<file path="config.mk">
export PLATFORM = sky130hd
export DESIGN_NAME = phy_port_link_control_bits
export DESIGN_NICKNAME = d
export VERILOG_FILES = /design/src/rtl/strap_sync3.v /design/src/rtl/phy_port_link_control_bits.v
export VERILOG_INCLUDE_DIRS = /design/src /design/src/rtl
export SDC_FILE = /design/constraint.sdc
export NUM_CORES = 1
export LEC_CHECK = 0
export ABC_AREA = 1
export BUFFER_PORTS_ARGS = -buffer_cell sky130_fd_sc_hd__buf_2
export CAP_MARGIN = 40
export CORE_MARGIN = 5
export CORE_UTILIZATION = 55
export DETAILED_ROUTE_END_ITERATION = 8
export GPL_TIMING_DRIVEN = 0
export PLACE_DENSITY = 0.83
export SLEW_MARGIN = 20
export SYNTH_ARGS = -nofsm -noshare
export SYNTH_HDL_FRONTEND = slang
export SYNTH_SLANG_ARGS = --single-unit
</file>
<file path="constraint.sdc">
create_clock -name clk_i -period 3.9 [get_ports clk_i]
set_input_delay 0.195 -clock clk_i [delete_from_list [all_inputs] [get_ports clk_i]]
set_output_delay 0.195 -clock clk_i [all_outputs]
set_load 0.1 [all_outputs]
</file>
<file path="src/rtl/phy_ctl_consts.vh">
`ifndef PHY_CTL_CONSTS_VH
`define PHY_CTL_CONSTS_VH

// Register offsets on the switch register port
`define OFS_P1_CTL_A 8'h1C
`define OFS_P2_CTL_A 8'h2C
`define OFS_P3_CTL_A 8'h3C
`define OFS_P1_CTL_B 8'h1D
`define OFS_P2_CTL_B 8'h2D
`define OFS_P3_CTL_B 8'h3D

// First control register fields
`define CA_AN_EN     7
`define CA_SPD100    6
`define CA_FDPX      5
`define CA_ADV_PAUSE 4
`define CA_ADV_100F  3
`define CA_ADV_100H  2
`define CA_ADV_10F   1
`define CA_ADV_10H   0

// Second control register fields
`define CB_LED_OFF   7
`define CB_TXDIS     6
`define CB_RESTART   5
`define CB_FEF_DIS   4
`define CB_PWRDN     3
`define CB_MDIX_DIS  2
`define CB_FORCE_MDI 1

// Reset values, write mask and idle read data
`define CTL_A_RST    8'hFF
`define CTL_B_RST    8'h00
`define CTL_B_MASK   8'hFE
`define RDATA_IDLE   8'h00

// Count at which straps are taken, on the fifth edge after reset release; the synchroniser
// output first settles on the fourth edge, so the load waits one more
`define STRAP_LOAD_CNT 3'h4

`endif

</file>
<file path="src/rtl/strap_sync3.v">
`timescale 1ns/10ps
`default_nettype none

module strap_sync3 (
  input  wire clk_i,
  input  wire resetn_i,
  input  wire d_i,
  output reg  q_o
);

  reg s1_r;
  reg s2_r;
  reg s3_r;

  // Stage one feeds stage two only; a change counts once two and three agree
  always @(posedge clk_i or negedge resetn_i) begin
    if (!resetn_i) begin
      s1_r <= 1'b1;
      s2_r <= 1'b1;
      s3_r <= 1'b1;
      q_o  <= 1'b1;
    end else begin
      s1_r <= d_i;
      s2_r <= s1_r;
      s3_r <= s2_r;
      if (s2_r == s3_r) begin
        q_o <= s3_r;
      end
    end
  end

endmodule // strap_sync3

`default_nettype wire

</file>
<file path="src/rtl/phy_port_link_control_bits.v">
`timescale 1ns/10ps
`default_nettype none
`include "phy_ctl_consts.vh"

////////////////////////////////////////////////////////////////////////////////
module phy_port_link_control_bits (
  input  wire       clk_i,
  input  wire       resetn_i,
  input  wire [7:0] addr_i,
  input  wire [7:0] wdata_i,
  input  wire       wr_i,
  input  wire       rd_i,
  output reg  [7:0] rdata_o,
  input  wire       port1_duplex_strap_i,
  input  wire       port1_an_fail_i,
  input  wire       port1_an_full_duplex_i,
  input  wire       port1_mdix_status_i,
  input  wire       port1_led_one_i,
  input  wire       port1_led_zero_i,
  input  wire       port2_duplex_strap_i,
  input  wire       port2_an_fail_i,
  input  wire       port2_an_full_duplex_i,
  input  wire       port2_mdix_status_i,
  input  wire       port2_led_one_i,
  input  wire       port2_led_zero_i,
  output wire       port1_an_enable_o,
  output wire       port1_speed100_o,
  output wire       port1_full_duplex_o,
  output wire [4:0] port1_adv_o,
  output wire       port1_indicator_pin_one_o,
  output wire       port1_indicator_pin_zero_o,
  output wire       port1_tx_disable_o,
  output wire       port1_an_restart_o,
  output wire       port1_fef_disable_o,
  output wire       port1_power_down_o,
  output wire       port1_auto_mdix_en_o,
  output wire       port1_tx_on_receive_named_pair_o,
  output wire       port2_an_enable_o,
  output wire       port2_speed100_o,
  output wire       port2_full_duplex_o,
  output wire [4:0] port2_adv_o,
  output wire       port2_indicator_pin_one_o,
  output wire       port2_indicator_pin_zero_o,
  output wire       port2_tx_disable_o,
  output wire       port2_an_restart_o,
  output wire       port2_fef_disable_o,
  output wire       port2_power_down_o,
  output wire       port2_auto_mdix_en_o,
  output wire       port2_tx_on_receive_named_pair_o
);

  ////////////////////////////////////////////////////////////////////////////////
  // Declarations

  localparam NPORT = 2;

  reg  [7:0] ctl_a_r [0:NPORT-1];
  reg  [7:0] ctl_b_r [0:NPORT-1];
  reg  [2:0] strap_cnt_r;
  reg        strap_done_r;
  reg  [7:0] rdata_nxt;

  reg  [NPORT-1:0] full_dpx_r;
  reg  [NPORT-1:0] led_one_r;
  reg  [NPORT-1:0] led_zero_r;
  reg  [NPORT-1:0] restart_r;
  reg  [NPORT-1:0] tx_rx_pair_r;

  wire [NPORT-1:0] strap_sync;
  wire [NPORT-1:0] an_fail;
  wire [NPORT-1:0] an_full;
  wire [NPORT-1:0] mdix_stat;
  wire [NPORT-1:0] led_one_raw;
  wire [NPORT-1:0] led_zero_raw;

  integer p;
  integer rp;
  integer cp;

  assign an_fail      = {port2_an_fail_i, port1_an_fail_i};
  assign an_full      = {port2_an_full_duplex_i, port1_an_full_duplex_i};
  assign mdix_stat    = {port2_mdix_status_i, port1_mdix_status_i};
  assign led_one_raw  = {port2_led_one_i, port1_led_one_i};
  assign led_zero_raw = {port2_led_zero_i, port1_led_zero_i};

  ////////////////////////////////////////////////////////////////////////////////
  // Functions

  function [7:0] ofs_a;
    input integer idx;
    begin
      ofs_a = (idx == 0) ? `OFS_P1_CTL_A : `OFS_P2_CTL_A;
    end
  endfunction

  function [7:0] ofs_b;
    input integer idx;
    begin
      ofs_b = (idx == 0) ? `OFS_P1_CTL_B : `OFS_P2_CTL_B;
    end
  endfunction

  // Negotiated result unless negotiation is off or gave up
  function resolve_dpx;
    input [7:0] ca;
    input       fail;
    input       neg_full;
    begin
      if (!ca[`CA_AN_EN] || fail) begin
        resolve_dpx = ca[`CA_FDPX];
      end else begin
        resolve_dpx = neg_full;
      end
    end
  endfunction

  // High means transmit on the receive-named pair (MDI)
  function resolve_pair;
    input [7:0] cb;
    input       stat;
    begin
      if (cb[`CB_MDIX_DIS]) begin
        resolve_pair = cb[`CB_FORCE_MDI];
      end else begin
        resolve_pair = stat;
      end
    end
  endfunction

  function [4:0] adv_bits;
    input [7:0] ca;
    begin
      adv_bits = ca[4:0];
    end
  endfunction

  ////////////////////////////////////////////////////////////////////////////////
  // Strap capture

  strap_sync3 u_strap1 (
    .clk_i    (clk_i),
    .resetn_i (resetn_i),
    .d_i      (port1_duplex_strap_i),
    .q_o      (strap_sync[0])
  );

  strap_sync3 u_strap2 (
    .clk_i    (clk_i),
    .resetn_i (resetn_i),
    .d_i      (port2_duplex_strap_i),
    .q_o      (strap_sync[1])
  );

  // The synchroniser needs a few edges before its output means anything,
  // so the strap is taken a fixed count after release, not at reset.
  always @(posedge clk_i or negedge resetn_i) begin
    if (!resetn_i) begin
      strap_cnt_r  <= 3'h0;
      strap_done_r <= 1'b0;
    end else if (!strap_done_r) begin
      if (strap_cnt_r == `STRAP_LOAD_CNT) begin
        strap_done_r <= 1'b1;
      end else begin
        strap_cnt_r <= strap_cnt_r + 3'h1;
      end
    end
  end

  ////////////////////////////////////////////////////////////////////////////////
  // Register writes

  always @(posedge clk_i or negedge resetn_i) begin
    if (!resetn_i) begin
      for (p = 0; p < NPORT; p = p + 1) begin
        ctl_a_r[p] <= `CTL_A_RST;
        ctl_b_r[p] <= `CTL_B_RST;
      end
    end else begin
      for (p = 0; p < NPORT; p = p + 1) begin
        if (!strap_done_r && strap_cnt_r == `STRAP_LOAD_CNT) begin
          ctl_a_r[p][`CA_FDPX] <= strap_sync[p];
        end else if (wr_i && addr_i == ofs_a(p)) begin
          ctl_a_r[p] <= wdata_i;
        end
        // Loopback bit is not carried here and reads as zero
        if (wr_i && addr_i == ofs_b(p)) begin
          ctl_b_r[p] <= wdata_i & `CTL_B_MASK;
        end
      end
    end
  end

  ////////////////////////////////////////////////////////////////////////////////
  // Register reads

  always @* begin
    rdata_nxt = `RDATA_IDLE;
    for (rp = 0; rp < NPORT; rp = rp + 1) begin
      if (addr_i == ofs_a(rp)) begin
        rdata_nxt = ctl_a_r[rp];
      end
      if (addr_i == ofs_b(rp)) begin
        rdata_nxt = ctl_b_r[rp];
      end
    end
  end

  // Data stands only in the cycle after the read; port 3 offsets read zero
  always @(posedge clk_i or negedge resetn_i) begin
    if (!resetn_i) begin
      rdata_o <= `RDATA_IDLE;
    end else if (rd_i) begin
      rdata_o <= rdata_nxt;
    end else begin
      rdata_o <= `RDATA_IDLE;
    end
  end

  ////////////////////////////////////////////////////////////////////////////////
  // Port controls

  always @(posedge clk_i or negedge resetn_i) begin
    if (!resetn_i) begin
      full_dpx_r   <= {NPORT{1'b0}};
      led_one_r    <= {NPORT{1'b1}};
      led_zero_r   <= {NPORT{1'b1}};
      restart_r    <= {NPORT{1'b0}};
      tx_rx_pair_r <= {NPORT{1'b0}};
    end else begin
      for (cp = 0; cp < NPORT; cp = cp + 1) begin
        full_dpx_r[cp]   <= resolve_dpx(ctl_a_r[cp], an_fail[cp], an_full[cp]);
        // Indicators are active low, so high means dark
        led_one_r[cp]    <= led_one_raw[cp] | ctl_b_r[cp][`CB_LED_OFF];
        led_zero_r[cp]   <= led_zero_raw[cp] | ctl_b_r[cp][`CB_LED_OFF];
        // A written one gives one pulse; the stored bit alone never retriggers
        restart_r[cp]    <= wr_i && addr_i == ofs_b(cp) && wdata_i[`CB_RESTART];
        tx_rx_pair_r[cp] <= resolve_pair(ctl_b_r[cp], mdix_stat[cp]);
      end
    end
  end

  ////////////////////////////////////////////////////////////////////////////////
  // Output mapping

  assign port1_an_enable_o                = ctl_a_r[0][`CA_AN_EN];
  assign port1_speed100_o                 = ctl_a_r[0][`CA_SPD100];
  assign port1_full_duplex_o              = full_dpx_r[0];
  assign port1_adv_o                      = adv_bits(ctl_a_r[0]);
  assign port1_indicator_pin_one_o        = led_one_r[0];
  assign port1_indicator_pin_zero_o       = led_zero_r[0];
  assign port1_tx_disable_o               = ctl_b_r[0][`CB_TXDIS];
  assign port1_an_restart_o               = restart_r[0];
  assign port1_fef_disable_o              = ctl_b_r[0][`CB_FEF_DIS];
  assign port1_power_down_o               = ctl_b_r[0][`CB_PWRDN];
  assign port1_auto_mdix_en_o             = ~ctl_b_r[0][`CB_MDIX_DIS];
  assign port1_tx_on_receive_named_pair_o = tx_rx_pair_r[0];

  assign port2_an_enable_o                = ctl_a_r[1][`CA_AN_EN];
  assign port2_speed100_o                 = ctl_a_r[1][`CA_SPD100];
  assign port2_full_duplex_o              = full_dpx_r[1];
  assign port2_adv_o                      = adv_bits(ctl_a_r[1]);
  assign port2_indicator_pin_one_o        = led_one_r[1];
  assign port2_indicator_pin_zero_o       = led_zero_r[1];
  assign port2_tx_disable_o               = ctl_b_r[1][`CB_TXDIS];
  assign port2_an_restart_o               = restart_r[1];
  assign port2_fef_disable_o              = ctl_b_r[1][`CB_FEF_DIS];
  assign port2_power_down_o               = ctl_b_r[1][`CB_PWRDN];
  assign port2_auto_mdix_en_o             = ~ctl_b_r[1][`CB_MDIX_DIS];
  assign port2_tx_on_receive_named_pair_o = tx_rx_pair_r[1];

endmodule // phy_port_link_control_bits

`default_nettype wire

</file>
# [Word level (Yosys, flattened, before mapping)]
# Index checks and enable logic that the tools add are counted.
[word_totals] ff_bits=60 out_inout_bits=40 wordCells=71
[classes] n_addsub=1 mux=15 bitwise_logic=9 reduce_logical=17 n_eq_ne=7
[ops] cell="2-to-1 mux 8 bit" count=5
[ops] cell="equality test 8 x 5 -> 1 bit, second input constant" count=2
[ops] cell="equality test 8 x 6 -> 1 bit, second input constant" count=2
[ops] cell="2-to-1 mux 6 bit" count=2
[ops] cell="2-to-1 mux 1 bit" count=8
[ops] cell="logical AND 1 bit" count=7
[ops] cell="AND reduction 2 bit" count=3
[ops] cell="inverter 1 bit" count=5
[ops] cell="OR 1 bit" count=4
[ops] cell="nonzero test 2 bit" count=2
[ops] cell="adder 3 x 1 -> 3 bit, second input constant" count=1
[ops] cell="equality test 3 bit, second input constant" count=1
[ops] cell="logical NOT 1 bit" count=3
[ops] cell="equality test 1 bit" count=2
[ops] cell="logical OR 1 bit" count=2

# [Longest topological paths before layout]
# Gate-level depths: netlist of the first run.
[logic_depth] depth_word=6 depth_mapped=8

# [By module]
# A second synthesis of the first run with hierarchy kept.
[hier_totals] hier_cells=310 hier_area_um2=2768.9
[by_module_without_submodules] mod="phy_port_link_control_bits" instances=1 area_each_um2=2526.2 cells_per_inst=294 seq_area_each_um2=1326.3
[by_module_without_submodules] mod="strap_sync3" instances=2 area_each_um2=121.4 cells_per_inst=8 seq_area_each_um2=105.1

# [Worst setup path after synthesis of the first run]
# Ideal clock, no wire load.
[synth_path] path_type="register to register" start="register ctl_b_r, in the netlist port1_power_down_o" end="register rdata_o[3]" t_arrival_ns=1.254 path_stages_with_launch=5 setup_ns=0.073 setup_slack_ns=2.574 n_path_buf=0 path_cell_list="dfrtp_1 > nand3_1 > nand2_1 > nor2_1 > nor2_1"
[synth_via] elab_chain_len=4
[synth_rtl] item="from (decl)" line="phy_port_link_control_bits.v:58" rtl="reg [7:0] ctl_b_r [0:NPORT-1];"
[synth_rtl] item="from (signal, indexed assignment)" line="phy_port_link_control_bits.v:176" rtl="ctl_b_r[p] <= `CTL_B_RST;"
[synth_rtl] item="from (signal, indexed assignment)" line="phy_port_link_control_bits.v:187" rtl="ctl_b_r[p] <= wdata_i & `CTL_B_MASK;"
[synth_rtl] item="2-to-1 mux 8 bit" line="phy_port_link_control_bits.v:202" rtl="if (addr_i == ofs_b(rp)) begin"
[synth_rtl] item="2-to-1 mux 8 bit" line="phy_port_link_control_bits.v:199" rtl="if (addr_i == ofs_a(rp)) begin"
[synth_rtl] item="2-to-1 mux 8 bit" line="phy_port_link_control_bits.v:202"
[synth_rtl] item="2-to-1 mux 8 bit" line="phy_port_link_control_bits.v:212" rtl="end else if (rd_i) begin"
[synth_rtl] item="to (signal assigned)" line="phy_port_link_control_bits.v:211" rtl="rdata_o <= `RDATA_IDLE;"
[synth_rtl] item="to (signal assigned)" line="phy_port_link_control_bits.v:213" rtl="rdata_o <= rdata_nxt;"
[synth_rtl] item="to (signal assigned)" line="phy_port_link_control_bits.v:215" rtl="rdata_o <= `RDATA_IDLE;"
[synth_rtl] item="to (decl)" line="phy_port_link_control_bits.v:13" rtl="output reg [7:0] rdata_o,"
# Every way passes these cells.
# A chain may end at the register's enable or synchronous reset.

# [Worst setup path in the final report of the first run]
[layout_path] start="register ctl_a_r, in the netlist port2_adv_o[1]" end="output port port2_adv_o[1]"
[layout_lines] item="from (decl)" line="phy_port_link_control_bits.v:57" rtl="reg [7:0] ctl_a_r [0:NPORT-1];"
[layout_lines] item="from (signal, indexed assignment)" line="phy_port_link_control_bits.v:175" rtl="ctl_a_r[p] <= `CTL_A_RST;"
[layout_lines] item="from (signal, indexed assignment)" line="phy_port_link_control_bits.v:181" rtl="ctl_a_r[p][`CA_FDPX] <= strap_sync[p];"
[layout_lines] item="from (signal, indexed assignment)" line="phy_port_link_control_bits.v:183" rtl="ctl_a_r[p] <= wdata_i;"
[layout_lines] item="to (decl)" line="phy_port_link_control_bits.v:41" rtl="output wire [4:0] port2_adv_o,"
# No word-level cell between the ends.

==> results of run 1 <==
## flip-flops by register name, summed over array words and instances (netlist names), 2 cells and up
name,count
ctl_a_r,2
led_zero_r,2
port1_adv_o,5
strap_cnt_r,3
restart_r,2
rdata_o,8
full_dpx_r,2
port2_adv_o,5
led_one_r,2
tx_rx_pair_r,2
ctl_b_r,8
## worst register-to-register path: cells and delay by family (launching register included)
kind / cells / cell delay, ns
fa+ha+maj: 1 / 0.22
buf+inv: 2 / 0.44
simple gates: 3 / 0.46
flops: 1 / 0.35
## power breakdown
part	total [mW]	switching [mW]	internal, mW	leakage [nW]
Clock	0.490	0.227	0.264	0.0905
Sequential	0.680	0.0181	0.662	0.718
Combinational	0.226	0.179	0.0469	0.994
## routing by layer
| metal | part of all wire (%) | vias to the layer above | routed length, µm |
|---|---|---|---|
| met1 | 41 | 1119 | 2550 |
| met2 | 50 | 82 | 3140 |
| met5 | 0 | - | 0 |
| met3 | 7.3 | 11 | 460 |
| met4 | 2.0 | 0 | 126 |
| li1 | - | 1109 | - |
## worst min path at each step
stage | from | to | slack [ns] | cells after the start
3_3_place_gp | port1_duplex_strap_i | u_strap1.s1_r | 0.30 | 1
4_1_cts | port1_led_zero_i | led_zero_r[0] | 0.03 | 2
6_report | port1_led_zero_i | led_zero_r[0] | 0.04 | 2
5_1_grt | port2_led_zero_i | led_zero_r[1] | 0.03 | 2
3_5_place_dp | resetn_i | strap_cnt_r[0] | 0.30 | 1
2_1_floorplan | resetn_i | ctl_b_r[10] | -0.10 | 0
## cell families (layout without fill, tap and decap cells)
kind of cell	Yosys count	after routing	share of synthesized area, %
xor+xnor	2	2	0.650
simple gates	162	162	28.0
compound gates	26	26	4.92
flops	60	60	57.0
buf+inv	44	134	7.76
fa+ha+maj	4	4	1.67
## area by class of cell
class | count | share of cell area, %
clock inverters | 2 | 0.300
multi-input cells | 194 | 28.4
repair buffers | 74 | 11.6
inverters | 28 | 3.15
well taps | 67 | 2.51
clock buffers | 14 | 4.87
plain buffers | 16 | 3.11
flip-flops and latches | 60 | 46.0
## stage by stage
step	instance area (µm²)	setup WS [ns]	hold slack, ns	power (mW)	std cells
after floorplan	2690	2.57	-0.101	0.852	298
after global placement	3130	2.43	0.302	0.909	436
after detailed placement	3140	2.37	0.299	0.914	436
after CTS	3340	2.29	0.0304	1.41	455
after global routing	3340	2.22	0.0327	1.46	455
final	3340	2.30	0.0392	1.40	455
## Yosys cell counts, drive strengths merged
cell type and instances:
a21boi 1, a21oi 3, buf 15, clkbuf 1
dfrtp 32, dfstp 28, ha 2, inv 28
maj3 2, nand2 82, nand3 42, nand4 2
nor2 30, nor3 2, o21ai 22, or2 4
xor2 2
## repair_timing
| item | in CTS | in global routing |
|---|---|---|
| hold buffers | 3 | 0 |
| endpoints found under the hold margin | 34 | 0 |
| setup buffers | 0 | 0 |
==> impl_results.md, run 1 <==
- Fin crit period: 1.60 ns
- Placer Congestion: 0.874
- Initial Util: between 50% and 60%
- CTS clk-pin slew, worst paths: ~0.060 ns
- Insertion delay to the later sink of the worst-skew pair: 0.34 ns
- Post-CTS sizing: 0
- Critical Path Fanout Max: 3
- DIE AREA: roughly 6400 µm²
- Post-synthesis sequential area ratio: 57.0%
- First-pass GRT wire length: 10300 µm
- Multi-input logic area: 948 µm²
- Peak VDD IR: 319 µV
- Setup Skew: 0.00539 ns
- Die W: 80.0 µm
- Top cell type's share of synthesized area: 29.7%
- Drt via density: 5.10
- HPWL after detailed placement: 4530 µm
- Met2 Track Usage GR: between 30% and 40%
- Worst reg2reg path startpoint: strap_cnt_r[0]
- CP startpoint: port2_adv_o[1]
- Critical path's top delay family: flip-flops
- Crit path largest cell delay: between 0.5 and 0.6 ns
- Initial antenna violation count: 0
- Port Buffers: 71
- CTS root buffer: clkbuf_8
- WL/cell: 13.8 µm
- Slew HR: 51.8%
- WL final: 6280 µm
- Startpoint types: register
- Gr busiest metal: met2
- Setup_tns: 0 ns
- Hold crit path type: input pin to register
- GRT Resource Usage Total: 21.4%
- Die height: 80.0 µm
- Met3 Usage GRT: 6.66%
- Worst-case clock buffer depth: 2
- YS warnings: 0
- Final Hold Fails: 0
- Critical path class: register to primary output
- Worst Tran Pin Value: a little over 0.7 ns
- Largest net degree at the start of global routing: 61
- LEAKAGE: 1.80 nW
- Vias in the first global route: ~2300
- Setup-failing EPs final: 0
- RSZ-0062 raised after global routing: no
- Syn avg cell area: 9.04 µm²
- Nets: 417
- Post-synthesis cell area: 2690 µm²
- Setup slack, reg-to-reg: 2.37 ns
- Crit end category: primary output
- Critical Path RT: 3.70 ns
- Layout fillers: 393
- Fmax achieved: 623 MHz
- Synth area leader: dfrtp_1
- Gate Count Post-Synth: 298
- Crit-path slowest cell: dfstp_2
- Max Transition Viols Final: 0
- Pwr dens: 418 nW/µm²
- Core area: roughly 4800 µm²
- CP Data Arrival Time: 1.41 ns
- Run status: completed
- TritonCTS Buffers: 9
- Num Clock Sinks: 60
- Row count: 25
- Drt pass-1 iters: 5
- I/O Pins: 72
- Commonest non-fill, non-tap cell in the layout: nand2_1
- Area Overhead vs Synth: 23.9%
- Crit-path cells: buf_4, buf_2
- Worst Reg-to-Reg Cells: 6
- Register area: 1540 µm²
- Max cap viols: 0
- Worst r2r dst: port1_adv_o[3]
- Critical path capture point: port2_adv_o[1]
- Most frequent cells in the layout: nand2_1 (78), buf_2 (75), nand3_1 (39)
- ANT nets after route: 0
- Layout cell share with drive strength beyond 1: between 30% and 40%
- Antenna cells: 0
- Number of H-tree levels: 3
- Syn nets: 332
- Yosys reg bits: 60
- Worst path bufs/invs: 2
- Worst path depth: 2
- CTS tree: built
- Residual DRC: 0
- Final core occ: 70.2%
- Remaining Overflow, GRT: 0
- Iteration-0 DRC Markers: 227
- Final Cycle Share: between 40% and 50%
- Synth top area cells: dfrtp_1 (30%), dfstp_2 (27%), nand2_1 (11%)
- Netlist cell types: 25
- Met1 Usage GRT: 25.9%
- DR vias: 2321
Power figures use the tool's default switching activity.
==> run 2, diff against run 1 <==
--- a/config.mk
+++ b/config.mk
@@ -10,10 +10,10 @@
 export BUFFER_PORTS_ARGS = -buffer_cell sky130_fd_sc_hd__buf_2
 export CAP_MARGIN = 40
 export CORE_MARGIN = 5
-export CORE_UTILIZATION = 55
+export CORE_UTILIZATION = 47
 export DETAILED_ROUTE_END_ITERATION = 8
 export GPL_TIMING_DRIVEN = 0
-export PLACE_DENSITY = 0.83
+export PLACE_DENSITY = 0.75
 export SLEW_MARGIN = 20
 export SYNTH_ARGS = -nofsm -noshare
 export SYNTH_HDL_FRONTEND = slang
==> constraint.sdc (replaced) <==
create_clock -name clk_i -period 1.4 [get_ports clk_i]
set_input_delay 0.07 -clock clk_i [delete_from_list [all_inputs] [get_ports clk_i]]
set_output_delay 0.07 -clock clk_i [all_outputs]
set_load 0.1 [all_outputs]
==> run 2 against run 1 <==
Effect of this change: sequential power rose to 2.8 times the previous value; first-iteration DRC count decreased by 28%; power rose to 3.1 times the previous value; sequential share of layout area fell by 3.5 points; sequential cell count unchanged; register-to-register slack lost 2.3 ns; cell count increased by 4.6%.
==> impl_results.md, run 2 (synthesis gave the netlist of run 1 again) <==
- Tightest hold margin: 0.00809 ns (was 0.0392 ns)
- HPWL after detailed placement: 4750 µm (was 4530 µm)
- Startpoint types: register (unchanged)
- WL final: 6880 µm (was 6280 µm)
- Die W: 85.7 µm (was 80.0 µm)
- DR vias: 2364 (was 2321)
- ANT nets after route: 0 (unchanged)
- Most frequent cells in the layout: nand2_1 (78), buf_2 (62), nand3_1 (39) (was nand2_1 (78), buf_2 (75), nand3_1 (39))
- Tot Pwr: 4.28 mW (was 1.40 mW)
- Area Overhead vs Synth: 34.1% (was 23.9%)
- Clk pwr share: 39.9% (was 35.1%)
- Worst Reg-to-Reg Cells: 6 (unchanged)
- Pwr dens: 1180 nW/µm² (was 418 nW/µm²)
- TritonCTS Buffers: 9 (unchanged)
- Slew HR: 50.7% (was 51.8%)
- Die height: 85.7 µm (was 80.0 µm)
- WL/cell: 14.4 µm (was 13.8 µm)
- Iteration-0 DRC Markers: 164 (was 227)
- Critical path's top delay family: flip-flops (unchanged)
- Crit end category: primary output (unchanged)
- Largest net degree at the start of global routing: 61 (unchanged)
- Worst Tran Pin Value: 0.739 ns (was 0.723 ns)
- Layout fillers: 452 (was 393)
- Run status: completed (unchanged)
- RSZ-0062 raised after global routing: no (unchanged)
- CP Data Arrival Time: 1.31 ns (was 1.41 ns)
- DIE AREA: 7350 µm² (was 6400 µm²)
- Critical path class: register to primary output (unchanged)
- Fin crit period: 1.38 ns
- Core area: 5540 µm² (was 4750 µm²)
- Worst path bufs/invs: 1 (was 2)
- Crit-path slowest cell: dfstp_2 (unchanged)
- Drt via density: 4.97 (was 5.10)
- GRT Resource Usage Total: 19.3% (was 21.4%)
- Flop pwr share: 44.3% (was 48.7%)
- Setup-failing EPs final: 0 (unchanged)
- Initial Util: 48.6% (was 56.7%)
- Final Cycle Share: ~99%
- Vias in the first global route: 2243 (was 2319)
- Worst Hold End: port1_speed100_o (was led_zero_r[0])
- Worst r2r dst: strap_cnt_r[2] (was port1_adv_o[3])
- P_int: 3.05 mW (was 973 µW)
- Setup_tns: 0 ns (unchanged)
- Final non-filler cell total: 476 (was 455)
- CTS tree: built (unchanged)
- Final core occ: 65.2% (was 70.2%)
- Commonest non-fill, non-tap cell in the layout: nand2_1 (unchanged)
- LEAKAGE: 1.89 nW (was 1.80 nW)
- Worst reg2reg path startpoint: strap_cnt_r[0] (unchanged)
- Top Registers: ctl_b_r (8), rdata_o (8) (unchanged)
- I/O Pins: 72 (unchanged)
- Fmax achieved: 725 MHz
- Hold Crit Depth: 3 (was 2)
- Drt pass-1 iters: 6 (was 5)
- Max cap viols: 0 (unchanged)
- Crit path largest cell delay: 0.54 ns (was 0.55 ns)
- Comb power frac: 15.8% (was 16.2%)
- Worst-case clock buffer depth: 2 (unchanged)
- Insertion delay to the later sink of the worst-skew pair: 0.33 ns (was 0.34 ns)
- Placed Instances: 441 (was 436)
- Hold_sp: wdata_i[6] (was port1_led_zero_i)
- Antenna cells: 0 (unchanged)
- CTS root buffer: clkbuf_8 (unchanged)
- CTS clk-pin slew, worst paths: 0.07 ns (was 0.06 ns)
- Number of H-tree levels: 3 (unchanged)
- Crit-path cells: buf_2 (was buf_4, buf_2)
- Setup slack, reg-to-reg: 0.11 ns (was 2.37 ns)
- Initial antenna violation count: 0 (unchanged)
- Final Hold Fails: 0 (unchanged)
- Row count: 27 (was 25)
- Remaining Overflow, GRT: 0 (unchanged)
- Hold crit path type: input pin to register (unchanged)
- First-pass GRT wire length: 11000 µm (was 10300 µm)
- Peak VDD IR: 659 µV (was 319 µV)
- Placer Congestion: 0.892 (was 0.874)
- Nets: 433 (was 417)
- Critical Path RT: 1.33 ns (was 3.70 ns)
- Switching share of total power: 28.6% (was 30.4%)
- Max Transition Viols Final: 0 (unchanged)
- Residual DRC: 0 (unchanged)
- Setup Skew: 0.00570 ns (was 0.00539 ns)
- Layout cell share with drive strength beyond 1: 37.6% (was 37.4%)
- Critical Path Fanout Max: 3 (unchanged)
- Net switching power: 1.23 mW (was 424 µW)
- Port Buffers: 71 (unchanged)
- Num Clock Sinks: 60 (unchanged)
## run 2: cell types whose count changed in the layout (fill, tap and decap cells not counted), moves of 2 or more
cell           before  now
buf_2              75   62
buf_4              11   25
bufinv_16           0    2
clkbuf_1            4    1
dlygate4sd3_1       3   17
## run 2: worst max-delay path by stage
stage,from,slack (ns),cells past startpoint,endpoint
5_1_grt,port2_speed100_o,0.0002,1,port2_speed100_o
4_1_cts,port1_speed100_o,0.002,1,port1_speed100_o
6_report,port2_speed100_o,0.02,1,port2_speed100_o
2_1_floorplan,port1_power_down_o,0.07,4,rdata_o[3]
3_3_place_gp,strap_cnt_r[0],-0.1,6,port2_adv_o[1]
3_5_place_dp,strap_cnt_r[0],-0.12,6,port2_adv_o[3]
## run 2: per-layer routing
layer,wire length (µm),up-vias,GRT usage [%]
li1,-,1146,-
met1,3030,1116,25.8
met2,3320,96,31.0
met3,441,6,4.61
met4,80,0,6.47
met5,0,-,0
## run 2: layout make-up
| class | instances | area, µm² | area share (%) |
|---|---|---|---|
| Buffer | 16 | 108 | 2.98 |
| Tap cell | 72 | 90.1 | 2.49 |
| Sequential cell | 60 | 1540 | 42.5 |
| Multi-Input combinational cell | 195 | 990 | 27.4 |
| Clock buffer | 11 | 141 | 3.91 |
| Clock inverter | 5 | 75.1 | 2.08 |
| Inverter | 28 | 105 | 2.91 |
| Timing Repair Buffer | 89 | 568 | 15.7 |
## run 2: worst register-to-register path, stage by stage, from the launching register on
cell and delay (ns):
dfrtp_1 0.38, inv_1 0.13, ha_4 0.18, inv_1 0.08, o21ai_4 0.19, nor2_1 0.08, xor2_1 0.14
## run 2: metrics by stage
stage,setup WS (ns),area [µm²]
finish,0.0206,3610
global route,0.000197,3610
CTS,0.00195,3570
detailed placement,-0.116,3140
global placement,-0.0987,3140
floorplan,0.0737,2690
## run 2: timing repair
item                                   CTS  global route
pin swaps                                0             0
endpoints found under the hold margin   49             0
gates cloned                             0             1
setup buffers                            0             1
setup endpoints to repair               24            15
gates resized for setup                 15             7
hold buffers                            17             0
## run 2: power by group through the flow
stage | clock network, mW | registers, mW | logic, mW
after CTS | 1.72 | 1.89 | 0.680
after global routing | 1.82 | 1.90 | 0.717
final | 1.71 | 1.89 | 0.678
after floorplan | 0 | 2.13 | 0.247
after detailed placement | 0 | 1.92 | 0.630
after global placement | 0 | 1.92 | 0.620
